File: src/mobf_pkg.sv
// Shared constants and types for the meter output buffer formatter
package mobf_pkg;

  // String lengths, terminators excluded
  localparam int NUM_LEN     = 11;   // Numeric string, suffix off
  localparam int SFX_LEN     = 5;    // Unit suffix characters
  localparam int NUM_SFX_LEN = 16;   // Numeric string, suffix on
  localparam int MSG_LEN     = 16;   // User message query answer
  localparam int MASK_LEN    = 2;    // Service mask query answer
  localparam int STAT_LEN    = 4;    // Any other status query answer
  localparam int BUF_DEPTH   = 18;   // Longest body plus CR and LF

  // ASCII characters used by the formatters
  localparam logic [7:0] CH_0     = 8'h30;
  localparam logic [7:0] CH_1     = 8'h31;
  localparam logic [7:0] CH_2     = 8'h32;
  localparam logic [7:0] CH_3     = 8'h33;
  localparam logic [7:0] CH_6     = 8'h36;
  localparam logic [7:0] CH_9     = 8'h39;
  localparam logic [7:0] CH_DOT   = 8'h2E;
  localparam logic [7:0] CH_PLUS  = 8'h2B;
  localparam logic [7:0] CH_MINUS = 8'h2D;
  localparam logic [7:0] CH_E     = 8'h45;
  localparam logic [7:0] CH_CR    = 8'h0D;
  localparam logic [7:0] CH_LF    = 8'h0A;
  localparam logic [7:0] CH_SP    = 8'h20;

  // Leading BCD digit at or above this means 200,000 counts or more
  localparam logic [3:0] OVR_DIGIT = 4'h2;
  // The one error code that latches (BCD)
  localparam logic [7:0] ERR_LATCH_CODE = 8'h31;
  // Query number that asks for a numeric reading
  localparam logic [3:0] QRY_NUMERIC = 4'h2;
  localparam logic [3:0] QRY_MASK    = 4'h1;
  localparam logic [3:0] QRY_MESSAGE = 4'h3;
  localparam logic [3:0] QRY_LAST    = 4'h8;

  // Exponent codes, each a multiple of three
  localparam logic [1:0] EXP_M3 = 2'h0;  // E-3
  localparam logic [1:0] EXP_P0 = 2'h1;  // E+0
  localparam logic [1:0] EXP_P3 = 2'h2;  // E+3
  localparam logic [1:0] EXP_P6 = 2'h3;  // E+6

  // Terminator select bits; a set bit removes that terminator
  localparam int TERM_NO_CR  = 0;
  localparam int TERM_NO_LF  = 1;
  localparam int TERM_NO_EOI = 2;

  // Values after reset
  localparam logic [2:0] TERM_RST = 3'h0;  // CR LF with EOI
  localparam logic       SFX_RST  = 1'b0;  // Suffix off
  localparam logic       FAST_RST = 1'b0;  // Slow rate
  localparam logic       CONT_RST = 1'b0;  // External trigger mode

  // Status prefix codes supplied with a status word
  localparam logic [1:0] PFX_NONE = 2'h0;
  localparam logic [1:0] PFX_ONE  = 2'h1;
  localparam logic [1:0] PFX_TEN  = 2'h2;

  // Commands handed over by the input interpreter
  typedef enum logic [2:0] {
    CMD_NOP   = 3'h0,
    CMD_QUERY = 3'h1,   // Status query, number in argument
    CMD_TRIG  = 3'h2,   // Single trigger
    CMD_GET   = 3'h3,   // Bus group execute trigger
    CMD_TMODE = 3'h4,   // Argument 0 continuous, else external
    CMD_SFX   = 3'h5,   // Argument bit 0 enables the suffix
    CMD_TERM  = 3'h6,   // Argument bits select terminators
    CMD_RATE  = 3'h7    // Argument bit 0 selects fast rate
  } mobf_cmd_t;

  // Loader state
  typedef enum logic [0:0] {
    ST_IDLE = 1'b0,
    ST_LOAD = 1'b1
  } mobf_state_t;

  // Turn one BCD digit into its ASCII character
  function automatic logic [7:0] mobf_digit(input logic [3:0] d);
    return CH_0 | {4'h0, d};
  endfunction

endpackage

File: src/mobf_formatter.sv
// Output buffer loader and talker for the meter command path
//
// Contract
// - Commands execute in arrival order
// - Buffer loads only on output command or error
// - Queries, triggers and continuous mode produce output
// - Whole input string handled before buffer load
// - New buffer string sets data available
// - Transmit only while addressed as talker
// - Exponent multiple of three, point as displayed
// - Numeric length 11, or 16 with suffix
// - Suffix only on numeric data
// - Terminators selectable, default CR LF EOI
// - Overrange reading gives fixed signed value
// - Error string carries code, never suffix
// - Only rear milliamp error latches
// - Errors raise the any-error flag
// - Message 16, mask 2, others 4 characters
// - Some status prefixed by one or ten
// - Status captured when query executes
// - One string: status, then error, then numeric
// - Status leaves error pending for numeric
// - Fast rate zeroes last digit
// - New string makes pending output unreadable
// - Read once unless continuous mode reloads
// - Read end or terminator clears data available
`timescale 1ns/1ps
module mobf_formatter
  import mobf_pkg::*;
(
  input  wire logic         CORE_CLK,        // 100 MHz core clock
  input  wire logic         SYS_RST,         // Synchronous, active high
  input  wire logic         CMD_VALID,       // Command strobe
  input  wire logic [2:0]   CMD_CODE,        // Command kind
  input  wire logic [3:0]   CMD_ARG,         // Command argument
  input  wire logic         STR_END,         // Input terminator taken
  input  wire logic         TALK_ACTIVE,     // Addressed as talker
  input  wire logic         TX_READY,        // Bus accepts a byte
  input  wire logic         READING_STROBE,  // New continuous reading
  input  wire logic         READING_NEG,     // Reading sign
  input  wire logic [23:0]  READING_BCD,     // Six BCD digits
  input  wire logic [2:0]   READING_DP,      // Point position
  input  wire logic [1:0]   READING_EXP,     // Exponent code
  input  wire logic [39:0]  UNIT_SUFFIX,     // Five suffix characters
  input  wire logic [15:0]  STATUS_BCD,      // Status word, four BCD
  input  wire logic [1:0]   STATUS_PFX,      // Status prefix code
  input  wire logic [7:0]   SRQ_MASK_BCD,    // Service mask, two BCD
  input  wire logic [127:0] USER_MSG,        // Sixteen characters
  input  wire logic         ERR_EVENT,       // Error detected
  input  wire logic [7:0]   ERR_CODE,        // Error code, two BCD
  input  wire logic         REAR_MA_FAULT,   // Milliamp on rear input
  input  wire logic         FUNC_CHANGE,     // Function reselected
  output logic              TX_VALID,        // Byte offered
  output logic      [7:0]   TX_DATA,         // Byte on offer
  output logic              TX_EOI,          // Byte is last, with EOI
  output logic              DATA_AVAIL,      // Data available flag
  output logic              ANY_ERROR        // Any error flag
);

  // Command decode; every input here is on CORE_CLK, so unsynchronised
  wire cmd_query = CMD_VALID && (CMD_CODE == CMD_QUERY);
  wire cmd_trig  = CMD_VALID &&
                   ((CMD_CODE == CMD_TRIG) || (CMD_CODE == CMD_GET));
  wire cmd_tmode = CMD_VALID && (CMD_CODE == CMD_TMODE);
  wire cmd_sfx   = CMD_VALID && (CMD_CODE == CMD_SFX);
  wire cmd_term  = CMD_VALID && (CMD_CODE == CMD_TERM);
  wire cmd_rate  = CMD_VALID && (CMD_CODE == CMD_RATE);
  // Numeric query behaves like a request for a reading
  wire num_query = cmd_query && (CMD_ARG == QRY_NUMERIC);
  // Query numbers above the last one are dropped here
  wire sta_query = cmd_query && (CMD_ARG != QRY_NUMERIC) &&
                   (CMD_ARG <= QRY_LAST);

  // Configuration set by commands
  logic       sfx_en_reg;        // Suffix enable
  logic       fast_reg;          // Fast reading rate
  logic       cont_reg;          // Continuous trigger mode
  logic [2:0] term_reg;          // Terminator select

  // Requests gathered while a string is handled
  logic         qry_pend_reg;    // Status query seen
  logic [127:0] qry_data_reg;    // Status string snapshot
  logic [4:0]   qry_len_reg;     // Status string length
  logic         num_req_reg;     // Numeric data requested
  logic         rd_neg_reg;      // Reading snapshot: sign
  logic [23:0]  rd_bcd_reg;      // Reading snapshot: digits
  logic [2:0]   rd_dp_reg;       // Reading snapshot: point
  logic [1:0]   rd_exp_reg;      // Reading snapshot: exponent
  logic         rd_fast_reg;     // Rate at trigger time
  logic         rd_sfx_reg;      // Suffix setting at trigger time
  logic [39:0]  rd_unit_reg;     // Suffix text at trigger time

  // Error state
  logic         err_pend_reg;    // Error awaiting delivery
  logic         err_new_reg;     // Error arose in this string
  logic [7:0]   err_code_reg;    // Code to report

  // Output buffer, held as a shift register so TX_DATA is a flop
  logic [7:0]   buf_reg [BUF_DEPTH];
  logic [4:0]   cnt_reg;         // Characters left to send
  logic         eoi_en_reg;      // Mark the last byte with EOI
  logic         avail_reg;       // Data available
  logic         anyerr_reg;      // Any error
  mobf_state_t  state_reg;
  mobf_state_t  state_next;

  // Status string built from live inputs at query time
  logic [127:0] sta_chars;
  logic [4:0]   sta_len;
  always_comb begin
    sta_chars = '0;
    sta_len   = 5'(STAT_LEN);
    if (CMD_ARG == QRY_MESSAGE) begin
      sta_chars = USER_MSG;
      sta_len   = 5'(MSG_LEN);
    end else if (CMD_ARG == QRY_MASK) begin
      sta_chars[7:0]  = mobf_digit(SRQ_MASK_BCD[7:4]);
      sta_chars[15:8] = mobf_digit(SRQ_MASK_BCD[3:0]);
      sta_len         = 5'(MASK_LEN);
    end else begin
      // Prefix keeps leading zeros from being dropped by the host
      sta_chars[7:0]   = mobf_digit(STATUS_BCD[15:12]);
      sta_chars[15:8]  = mobf_digit(STATUS_BCD[11:8]);
      sta_chars[23:16] = mobf_digit(STATUS_BCD[7:4]);
      sta_chars[31:24] = mobf_digit(STATUS_BCD[3:0]);
      if (STATUS_PFX == PFX_ONE) begin
        sta_chars[7:0]  = CH_1;
      end else if (STATUS_PFX == PFX_TEN) begin
        sta_chars[7:0]  = CH_1;
        sta_chars[15:8] = CH_0;
      end
    end
  end

  // A continuous reading is refused in the load cycle and beside a
  // terminator, so it cannot collide with a string's own load
  // Load triggers: end of string, or a reading in continuous mode
  wire cont_load  = READING_STROBE && cont_reg && (state_reg == ST_IDLE)
                    && !STR_END;
  // Priority: status, then error, then numeric
  wire want_num   = num_req_reg || cont_load;
  wire ld_status  = qry_pend_reg;
  wire ld_error   = !qry_pend_reg && err_pend_reg &&
                    (err_new_reg || want_num);
  wire ld_numeric = !qry_pend_reg && !err_pend_reg && want_num;
  // Load only for an output command or an error
  wire do_load    = ((state_reg == ST_LOAD) || cont_load) &&
                    (ld_status || ld_error || ld_numeric);

  // The error select steers the formatter, so errors get no suffix
  // Numeric formatter sees the snapshot, or live data in continuous mode
  logic [127:0] num_chars;
  logic [4:0]   num_len;
  mobf_numfmt u_numfmt (
    .neg      (cont_load ? READING_NEG : rd_neg_reg),
    .digits   (cont_load ? READING_BCD : rd_bcd_reg),
    .dp_pos   (cont_load ? READING_DP  : rd_dp_reg),
    .exp_code (cont_load ? READING_EXP : rd_exp_reg),
    .fast     (cont_load ? fast_reg    : rd_fast_reg),
    .is_err   (ld_error),
    .err_code (err_code_reg),
    .sfx_en   (cont_load ? sfx_en_reg  : rd_sfx_reg),
    .sfx      (cont_load ? UNIT_SUFFIX : rd_unit_reg),
    .chars    (num_chars),
    .len      (num_len)
  );

  // With CR dropped LF comes first; with both dropped the last
  // body byte carries EOI alone
  // Body and terminators chosen at load time
  wire [127:0] body     = ld_status ? qry_data_reg : num_chars;
  wire [4:0]   body_len = ld_status ? qry_len_reg  : num_len;
  wire [143:0] body_ext = {16'h0000, body};  // Padded to buffer depth
  wire         use_cr   = !term_reg[TERM_NO_CR];
  wire         use_lf   = !term_reg[TERM_NO_LF];
  wire [4:0]   term_len = 5'({1'b0, use_cr} + {1'b0, use_lf});
  wire [7:0]   term_ch0 = use_cr ? CH_CR : CH_LF;
  wire [4:0]   tot_len  = body_len + term_len;

  // TX_VALID falls with the count, so nothing follows the last byte;
  // a stalling listener just sees the same byte held
  // Talker handshake: only when addressed to talk
  assign TX_VALID   = TALK_ACTIVE && avail_reg && (cnt_reg != 5'h0);
  wire   tx_take    = TX_VALID && TX_READY;
  wire   tx_last    = tx_take && (cnt_reg == 5'h1);
  assign TX_DATA    = buf_reg[0];
  assign TX_EOI     = eoi_en_reg && (cnt_reg == 5'h1);
  assign DATA_AVAIL = avail_reg;
  assign ANY_ERROR  = anyerr_reg;

  // LOAD lasts one cycle; a command sent in it belongs to the next
  // string, so the sender must leave that cycle empty
  // Loader moves to LOAD only once the whole string is taken
  assign state_next = STR_END ? ST_LOAD : ST_IDLE;
  always_ff @(posedge CORE_CLK) begin
    if (SYS_RST) begin
      state_reg <= ST_IDLE;
    end else begin
      state_reg <= state_next;
    end
  end

  // An earlier trigger has already copied rate and suffix, so a later
  // change to them in the same string never reaches that reading
  // Configuration commands act in order, after any earlier trigger
  always_ff @(posedge CORE_CLK) begin
    if (SYS_RST) begin
      sfx_en_reg <= SFX_RST;
      fast_reg   <= FAST_RST;
      cont_reg   <= CONT_RST;
      term_reg   <= TERM_RST;
    end else begin
      if (cmd_sfx)   sfx_en_reg <= CMD_ARG[0];
      if (cmd_rate)  fast_reg   <= CMD_ARG[0];
      if (cmd_tmode) cont_reg   <= (CMD_ARG == 4'h0);
      if (cmd_term)  term_reg   <= CMD_ARG[2:0];
    end
  end

  // Query snapshot at its own place in the string
  always_ff @(posedge CORE_CLK) begin
    if (SYS_RST) begin
      qry_pend_reg <= 1'b0;
      qry_data_reg <= '0;
      qry_len_reg  <= 5'h0;
    end else if (sta_query) begin
      qry_pend_reg <= 1'b1;
      qry_data_reg <= sta_chars;
      qry_len_reg  <= sta_len;
    end else if (state_reg == ST_LOAD) begin
      qry_pend_reg <= 1'b0;
    end
  end

  // Reading snapshot at trigger time, so later settings wait
  always_ff @(posedge CORE_CLK) begin
    if (SYS_RST) begin
      num_req_reg <= 1'b0;
      rd_neg_reg  <= 1'b0;
      rd_bcd_reg  <= '0;
      rd_dp_reg   <= 3'h0;
      rd_exp_reg  <= EXP_P0;
      rd_fast_reg <= FAST_RST;
      rd_sfx_reg  <= SFX_RST;
      rd_unit_reg <= '0;
    end else if (cmd_trig || num_query) begin
      num_req_reg <= 1'b1;
      rd_neg_reg  <= READING_NEG;
      rd_bcd_reg  <= READING_BCD;
      rd_dp_reg   <= READING_DP;
      rd_exp_reg  <= READING_EXP;
      rd_fast_reg <= fast_reg;
      rd_sfx_reg  <= sfx_en_reg;
      rd_unit_reg <= UNIT_SUFFIX;
    end else if (state_reg == ST_LOAD) begin
      num_req_reg <= 1'b0;
    end
  end

  // Trade-off: error 31 follows the fault level, so once the fault
  // goes it is still reported one more time before it drops
  // Error capture; only the rear milliamp error survives delivery
  wire err_keep = (err_code_reg == ERR_LATCH_CODE) && REAR_MA_FAULT &&
                  !FUNC_CHANGE;
  always_ff @(posedge CORE_CLK) begin
    if (SYS_RST) begin
      err_pend_reg <= 1'b0;
      err_new_reg  <= 1'b0;
      err_code_reg <= 8'h00;
    end else if (ERR_EVENT) begin
      // A new error wins over a clear in the same cycle
      err_pend_reg <= 1'b1;
      err_new_reg  <= 1'b1;
      err_code_reg <= ERR_CODE;
    end else begin
      if (do_load && ld_error) begin
        err_pend_reg <= err_keep;
      end else if (FUNC_CHANGE &&
                   (err_code_reg == ERR_LATCH_CODE)) begin
        err_pend_reg <= 1'b0;
      end
      // Status delivery leaves the error pending
      if (state_reg == ST_LOAD) begin
        err_new_reg <= 1'b0;
      end
    end
  end

  // Shifting, not indexing, keeps TX_DATA a plain flop output
  // Buffer: load whole string, or shift one byte per handshake
  always_ff @(posedge CORE_CLK) begin
    if (SYS_RST) begin
      cnt_reg    <= 5'h0;
      eoi_en_reg <= 1'b0;
      for (int i = 0; i < BUF_DEPTH; i++) buf_reg[i] <= 8'h00;
    end else if (do_load) begin
      // Single output string per input string; new data overwrites
      cnt_reg    <= tot_len;
      eoi_en_reg <= !term_reg[TERM_NO_EOI];
      for (int i = 0; i < BUF_DEPTH; i++) begin
        if (5'(i) < body_len)       buf_reg[i] <= body_ext[8*i +: 8];
        else if (5'(i) == body_len) buf_reg[i] <= term_ch0;
        else                        buf_reg[i] <= CH_LF;
      end
    end else if (tx_take) begin
      // Characters leave in order, terminators last
      cnt_reg <= cnt_reg - 5'h1;
      for (int i = 0; i < BUF_DEPTH - 1; i++) begin
        buf_reg[i] <= buf_reg[i+1];
      end
      buf_reg[BUF_DEPTH-1] <= 8'h00;
    end else if (STR_END) begin
      cnt_reg <= 5'h0;
    end
  end

  // A load in the same cycle as a clear wins, so fresh data survives
  // Data available: set on load, cleared by read end or terminator
  always_ff @(posedge CORE_CLK) begin
    if (SYS_RST) begin
      avail_reg <= 1'b0;
    end else if (do_load) begin
      avail_reg <= 1'b1;
    end else if (tx_last || STR_END) begin
      // Second read is ignored until a reload
      avail_reg <= 1'b0;
    end
  end

  // The flag may drop while an error still waits for a numeric request
  // Any error: set by an error, cleared by new string or read end
  always_ff @(posedge CORE_CLK) begin
    if (SYS_RST) begin
      anyerr_reg <= 1'b0;
    end else if (ERR_EVENT || (do_load && ld_error)) begin
      anyerr_reg <= 1'b1;
    end else if (tx_last || STR_END) begin
      anyerr_reg <= 1'b0;
    end
  end

endmodule // mobf_formatter

File: src/mobf_numfmt.sv
// Numeric, overrange and error string formatter
`timescale 1ns/1ps
module mobf_numfmt
  import mobf_pkg::*;
(
  input  wire logic         neg,       // Reading is negative
  input  wire logic [23:0]  digits,    // Six BCD digits, most first
  input  wire logic [2:0]   dp_pos,    // Digits left of the point
  input  wire logic [1:0]   exp_code,  // Exponent selector
  input  wire logic         fast,      // Fast rate reading
  input  wire logic         is_err,    // Format an error message
  input  wire logic [7:0]   err_code,  // Two BCD digits
  input  wire logic         sfx_en,    // Suffix enabled
  input  wire logic [39:0]  sfx,       // Suffix, first char low
  output logic      [127:0] chars,     // Char i at bits 8i+7..8i
  output logic      [4:0]   len        // Body length
);

  // Overrange when the count reaches 200,000
  wire         over    = (digits[23:20] >= OVR_DIGIT);
  // Fast rate forces the last digit to zero
  wire  [23:0] mant    = fast ? {digits[23:4], 4'h0} : digits;
  wire  [31:0] mpad    = {4'h0, mant, 4'h0};  // Padded for the selects
  wire  [7:0]  sgn_ch  = neg ? CH_MINUS : CH_PLUS;
  logic [7:0]  exp_ch;                  // Exponent digit
  logic [7:0]  exs_ch;                  // Exponent sign

  // Exponent always a multiple of three
  always_comb begin
    unique case (exp_code)
      EXP_M3: begin exs_ch = CH_MINUS; exp_ch = CH_3; end
      EXP_P0: begin exs_ch = CH_PLUS;  exp_ch = CH_0; end
      EXP_P3: begin exs_ch = CH_PLUS;  exp_ch = CH_3; end
      EXP_P6: begin exs_ch = CH_PLUS;  exp_ch = CH_6; end
    endcase
  end

  // Assemble the body string
  always_comb begin
    chars = '0;
    len   = 5'(NUM_LEN);
    if (is_err) begin
      // Error: fixed mantissa, code in it, suffix never added
      chars[7:0]    = CH_PLUS;
      chars[15:8]   = CH_1;
      chars[23:16]  = CH_DOT;
      chars[31:24]  = CH_0;
      chars[39:32]  = CH_0;
      chars[47:40]  = mobf_digit(err_code[7:4]);
      chars[55:48]  = mobf_digit(err_code[3:0]);
      chars[63:56]  = CH_E;
      chars[71:64]  = CH_PLUS;
      chars[79:72]  = CH_2;
      chars[87:80]  = CH_1;
    end else begin
      chars[7:0] = sgn_ch;
      if (over) begin
        // Fixed signed overrange value in every range
        chars[15:8]  = CH_9;
        chars[23:16] = CH_DOT;
        for (int i = 3; i < 8; i++) begin
          chars[8*i +: 8] = CH_9;
        end
        chars[79:72] = CH_PLUS;
        chars[87:80] = CH_9;
      end else begin
        // Point placed where the display shows it
        for (int i = 0; i < 7; i++) begin
          if (i == int'(dp_pos)) begin
            chars[8*(i+1) +: 8] = CH_DOT;
          end else if (i < int'(dp_pos)) begin
            chars[8*(i+1) +: 8] = mobf_digit(mpad[27-4*i -: 4]);
          end else begin
            chars[8*(i+1) +: 8] = mobf_digit(mpad[31-4*i -: 4]);
          end
        end
        chars[79:72] = exs_ch;
        chars[87:80] = exp_ch;
      end
      chars[71:64] = CH_E;
      // Suffix on numeric data only, giving 16 characters
      if (sfx_en) begin
        chars[127:88] = sfx;
        len           = 5'(NUM_SFX_LEN);
      end else begin
        chars[127:88] = '0;
        len           = 5'(NUM_LEN);
      end
    end
  end

endmodule // mobf_numfmt

File: config.mk
export PLATFORM = sky130hd
export DESIGN_NAME = mobf_formatter
export DESIGN_NICKNAME = d
export VERILOG_FILES = /design/src/mobf_pkg.sv /design/src/mobf_formatter.sv /design/src/mobf_numfmt.sv
export SDC_FILE = /design/constraint.sdc
export NUM_CORES = 1
export LEC_CHECK = 0
export BUFFER_PORTS_ARGS = -buffer_cell sky130_fd_sc_hd__buf_2
export CORE_MARGIN = 8
export CORE_UTILIZATION = 62
export CTS_CLUSTER_SIZE = 30
export DETAILED_ROUTE_END_ITERATION = 16
export PLACE_DENSITY_LB_ADDON = 0.25
export SLEW_MARGIN = 30
export SYNTH_ARGS = -nofsm -noshare
export SYNTH_HDL_FRONTEND = slang
export SYNTH_SLANG_ARGS = --single-unit
File: constraint.sdc
create_clock -name CORE_CLK -period 13.4 [get_ports CORE_CLK]
set_clock_uncertainty 0.1 [all_clocks]
set_input_delay 2.68 -clock CORE_CLK [delete_from_list [all_inputs] [get_ports CORE_CLK]]
set_output_delay 2.68 -clock CORE_CLK [all_outputs]
set_load 0.05 [all_outputs]
==> run summary <==
The run finished with clean final reports. The maximum number of pins on one net before global-route repair came out at 118. The clock latency on the worst-skew pair came out at around 0.53 ns. The quantity of gates resized following cts came out at 0.

The post-route worst setup slack came out at 7.46 ns. For this run, the register share of the synthesized area comes to 50.5%. The critical path required time is 10.62 ns. The startpoint of the worst hold path is term_reg[2].

Among all flip-flop cells after synthesis, the most frequent one is dfxtp_1. The count of input and output buffers came out at 260. The signal on the critical path passes through buf_2 > and3_1 > buf_2. The maximum fanout along the worst path is 3.

For this run, the total global-route usage over all layers was measured as 30.4%. The cell that appears most often on the critical path is buf_2. The worst-case setup slack after placement came out at ~6.9 ns. The most frequent cell after synthesis is nand2_1. The total iterations of the first detailed-routing run is 6. The fraction of final layout cells sized beyond drive strength 1 came out at 19.3%.

In this run the critical register-to-register path is launched from ld_status. The critical path contains buffers and inverters numbering 2 combined. The tool flagged a number of max-cap violations equal to 0. The final total power came out at 0.00241 W.

The starting density of the core came out at 63.2%. The synthesized netlist devotes 22.9% of its cell area to compound gates. The number of nets in the layout is 2234. The first-pass GRT wire length came out at 81.4 mm. The routability congestion estimate from global placement is 0.985. The post-synthesis simple-gate area fraction came out at 16.5%.

The clock tree root buffer cell is clkbuf_16. The clock-pin slew on the worst setup and hold paths is 0.05 ns. The proportion of register bits with asynchronous set or reset after synthesis is 0%. The total vias in the final route is 15400. The top-level port count came out at 261.

The endpoint arrival time on the critical path is 3.16 ns. The aggregate negative setup slack came out at 0 ns. The worst IR drop on VDD came out at around 0.092 mV. The count of routing violations after the opening detailed-route iteration came out at 2085. The number of synthesized flops with an enable pin came out at 134. In the final layout, flip-flops and latches occupy roughly 0.0086 mm².

Of all cell types, the one taking the most synthesized area is dfxtp_1. The via count of the first global-routing pass is roughly 15000. By area the synthesized netlist is led by dfxtp_1 27%, edfxtp_1 24%, nand2_1 6.3%, a22oi_1 4.7%, a21oi_1 4.4%.

The post-synthesis net count came out at 2070. The number of distinct library cell variants in the gate-level netlist after synthesis came out at 87. The number of setup buffers added after CTS is 0. The fraction of synthesized area in multiplexers came out at around 4.6%.

The post-synthesis instance total came out at around 1800. The number of standard-cell rows in the floorplan is 60. The die area is 0.0331 mm².

The post-synthesis instance area came out at 0.0171 mm². After detailed routing, the total wire length is around 52 mm. The worst hold path class is reg -> reg. The worst-margin pin slew came out at 0.916 ns. Setup repair after global routing left no endpoint under its margin. A synthesized cell averages 9.40 µm². The number of antenna-violating nets in the routed design came out at 0.

The synthesized netlist devotes less than 1% of its cell area to adder and majority cells. The width of the chip came out at 182 µm. The startpoint type of the worst setup path is an input pin. The power per standard cell area came out at between 100 and 150 mW/mm². The critical path is of the in -> out type.

The cell leakage power is 7.01 nW. TritonCTS built the clock tree. Using the TritonRoute via totals, the vias-per-cell ratio works out to 6.55. The initial antenna violation count was 3. After synthesis, the largest family of logic cells by area is compound AO/OA/AOI/OAI gates. The detailed placement HPWL came out at 34.6 mm. The number of sinks handled by clock tree synthesis is 364. The number of hold violations in the final report is 0.

The layout-stage area growth over the synthesis result is 13.9%. The critical path starts at TALK_ACTIVE. The synthesis-stage register bit count came out at 364. STA classifies the critical path endpoint as a primary output.

The hold-fix buffer count after cts is 0. The total congestion overflow came out at 0. Summing the areas of all xor and xnor instances in the mapped netlist gives 0.154% of the synthesized area. The maximum clock frequency came out at about 170 MHz. For this run, the number of Yosys warnings is 0.

After synthesis, the most frequently instantiated cells are 285 x nand2_1, 230 x dfxtp_1, 188 x nor2_1, 150 x a21oi_1, 134 x edfxtp_1. The average wire per cell in the routed design is 22.2 µm. In this design, the stage delay of the slowest critical-path cell is approximately 0.25 ns. Counting the fill cells in the layout gives 2066. The number of remaining DRC errors is 0. The number of setup violations in the final report came out at 0.

CTS built an H-tree with a depth of 2. The number of flip-flops in the largest register is 134. The total area of multi-input combinational cells came out at 0.00765 mm².

The part of the cycle the worst path needs is approximately 44%. The total CTS buffers is 38. Among cell families on the critical path, the largest total delay comes from buffers and inverters. The final critical path time including I/O delays and setup came out at a little under 6 ns. The overall die height is 182 µm. The max-slew headroom at the worst pin came out at between 30% and 40%. The max-slew violation count is 0. The core area came out at 0.0270 mm².

The clock tree buffer depth is 3. Of the post-synthesis cell area, the dominant cell type holds 27.0%. On the critical path, the stage with the largest delay is an instance of buf_2.
==> worst register-to-register path, stage by stage (launching register included) <==
cell and delay (ns):
dfxtp_4 0.84, buf_4 0.66, inv_2 0.27, buf_4 0.37, nand4_1 0.24, and2_1 0.20
buf_4 0.41, a2bb2oi_1 0.29, o21ai_2 0.08
==> layer usage <==
layer | track usage [%] | part of all wire [%] | wire length [µm] | vias to the layer above
met5 | 0 | 0.025 | 13 | -
met4 | 10.1 | 3.2 | 1670 | 2
met3 | 9.28 | 12 | 6400 | 141
met2 | 45.5 | 44 | 22900 | 955
met1 | 41.3 | 41 | 21200 | 7293
li1 | - | - | - | 7014
==> worst paths after layout <==
| kind | end | cells after the start | slack, ns |
|---|---|---|---|
| max | TX_VALID | 3 | 7.46 |
| min | eoi_en_reg | 1 | 0.35 |
| max reg2reg | buf_reg[12][6] | 8 | 9.67 |
| min reg2reg | eoi_en_reg | 1 | 0.35 |
==> cell families (layout without fill, tap and decap cells) <==
family | after synthesis | count (layout)
other cells | 1 | 3
flops | 364 | 364
fa+ha+maj | 4 | 4
xor+xnor | 3 | 3
mux | 75 | 75
compound gates | 567 | 567
simple gates | 629 | 629
buf+inv | 174 | 366
==> power by group <==
group          switching, W  internal [W]  leakage [nW]
combinational      0.000122     0.0000664          3.17
sequential        0.0000203       0.00118          3.26
clock              0.000432      0.000587         0.585
==> per-stage QoR <==
| stage | util, % | cell area [µm²] | std cells | hold slack (ns) |
|---|---|---|---|---|
| 5_1_grt | 71.9 | 19400 | 2351 | 0.370 |
| 3_3_place_gp | 67.4 | 18200 | 2281 | 0.329 |
| 4_1_cts | 71.8 | 19400 | 2349 | 0.347 |
| 3_5_place_dp | 67.4 | 18200 | 2281 | 0.336 |
| 2_1_floorplan | - | 17100 | 1817 | 0.313 |
| 6_report | 71.9 | 19400 | 2352 | 0.346 |
==> layout make-up <==
| type | count | area share (%) |
|---|---|---|
| diodes | 2 | 0.0257 |
| clock buffers | 52 | 5.59 |
| clock inverters | 16 | 0.508 |
| inverters | 19 | 0.367 |
| multi-input cells | 1279 | 39.4 |
| flip-flops and latches | 364 | 44.4 |
| well taps | 341 | 2.19 |
| repair buffers | 279 | 7.53 |
==> layout by cell type, fill, tap and decap left out, drive strengths merged, types with 4 or more instances in the layout <==
cell and count:
a2111oi 6, edfxtp 134, and4b 5, o22ai 6, o31ai 12, nor4bb 4
a32o 10, nand3b 8, nand3 24, nor4 8, a21oi 152, clkbuf 53
a2bb2oi 33, nand2 285, and2 7, a32oi 14, clkinv 15, or3 8
mux2 9, buf 278, nor2 190, a221oi 14, a31oi 22, o211ai 8
o311ai 5, a211oi 25, a22o 23, a21o 10, a22oi 107, dfxtp 230
inv 19, nor3b 9, nand4 10, o21ai 96, and3 7, nand2b 8
mux2i 66, nor3 42, o2bb2ai 4
(Power assumes the default switching activity.)
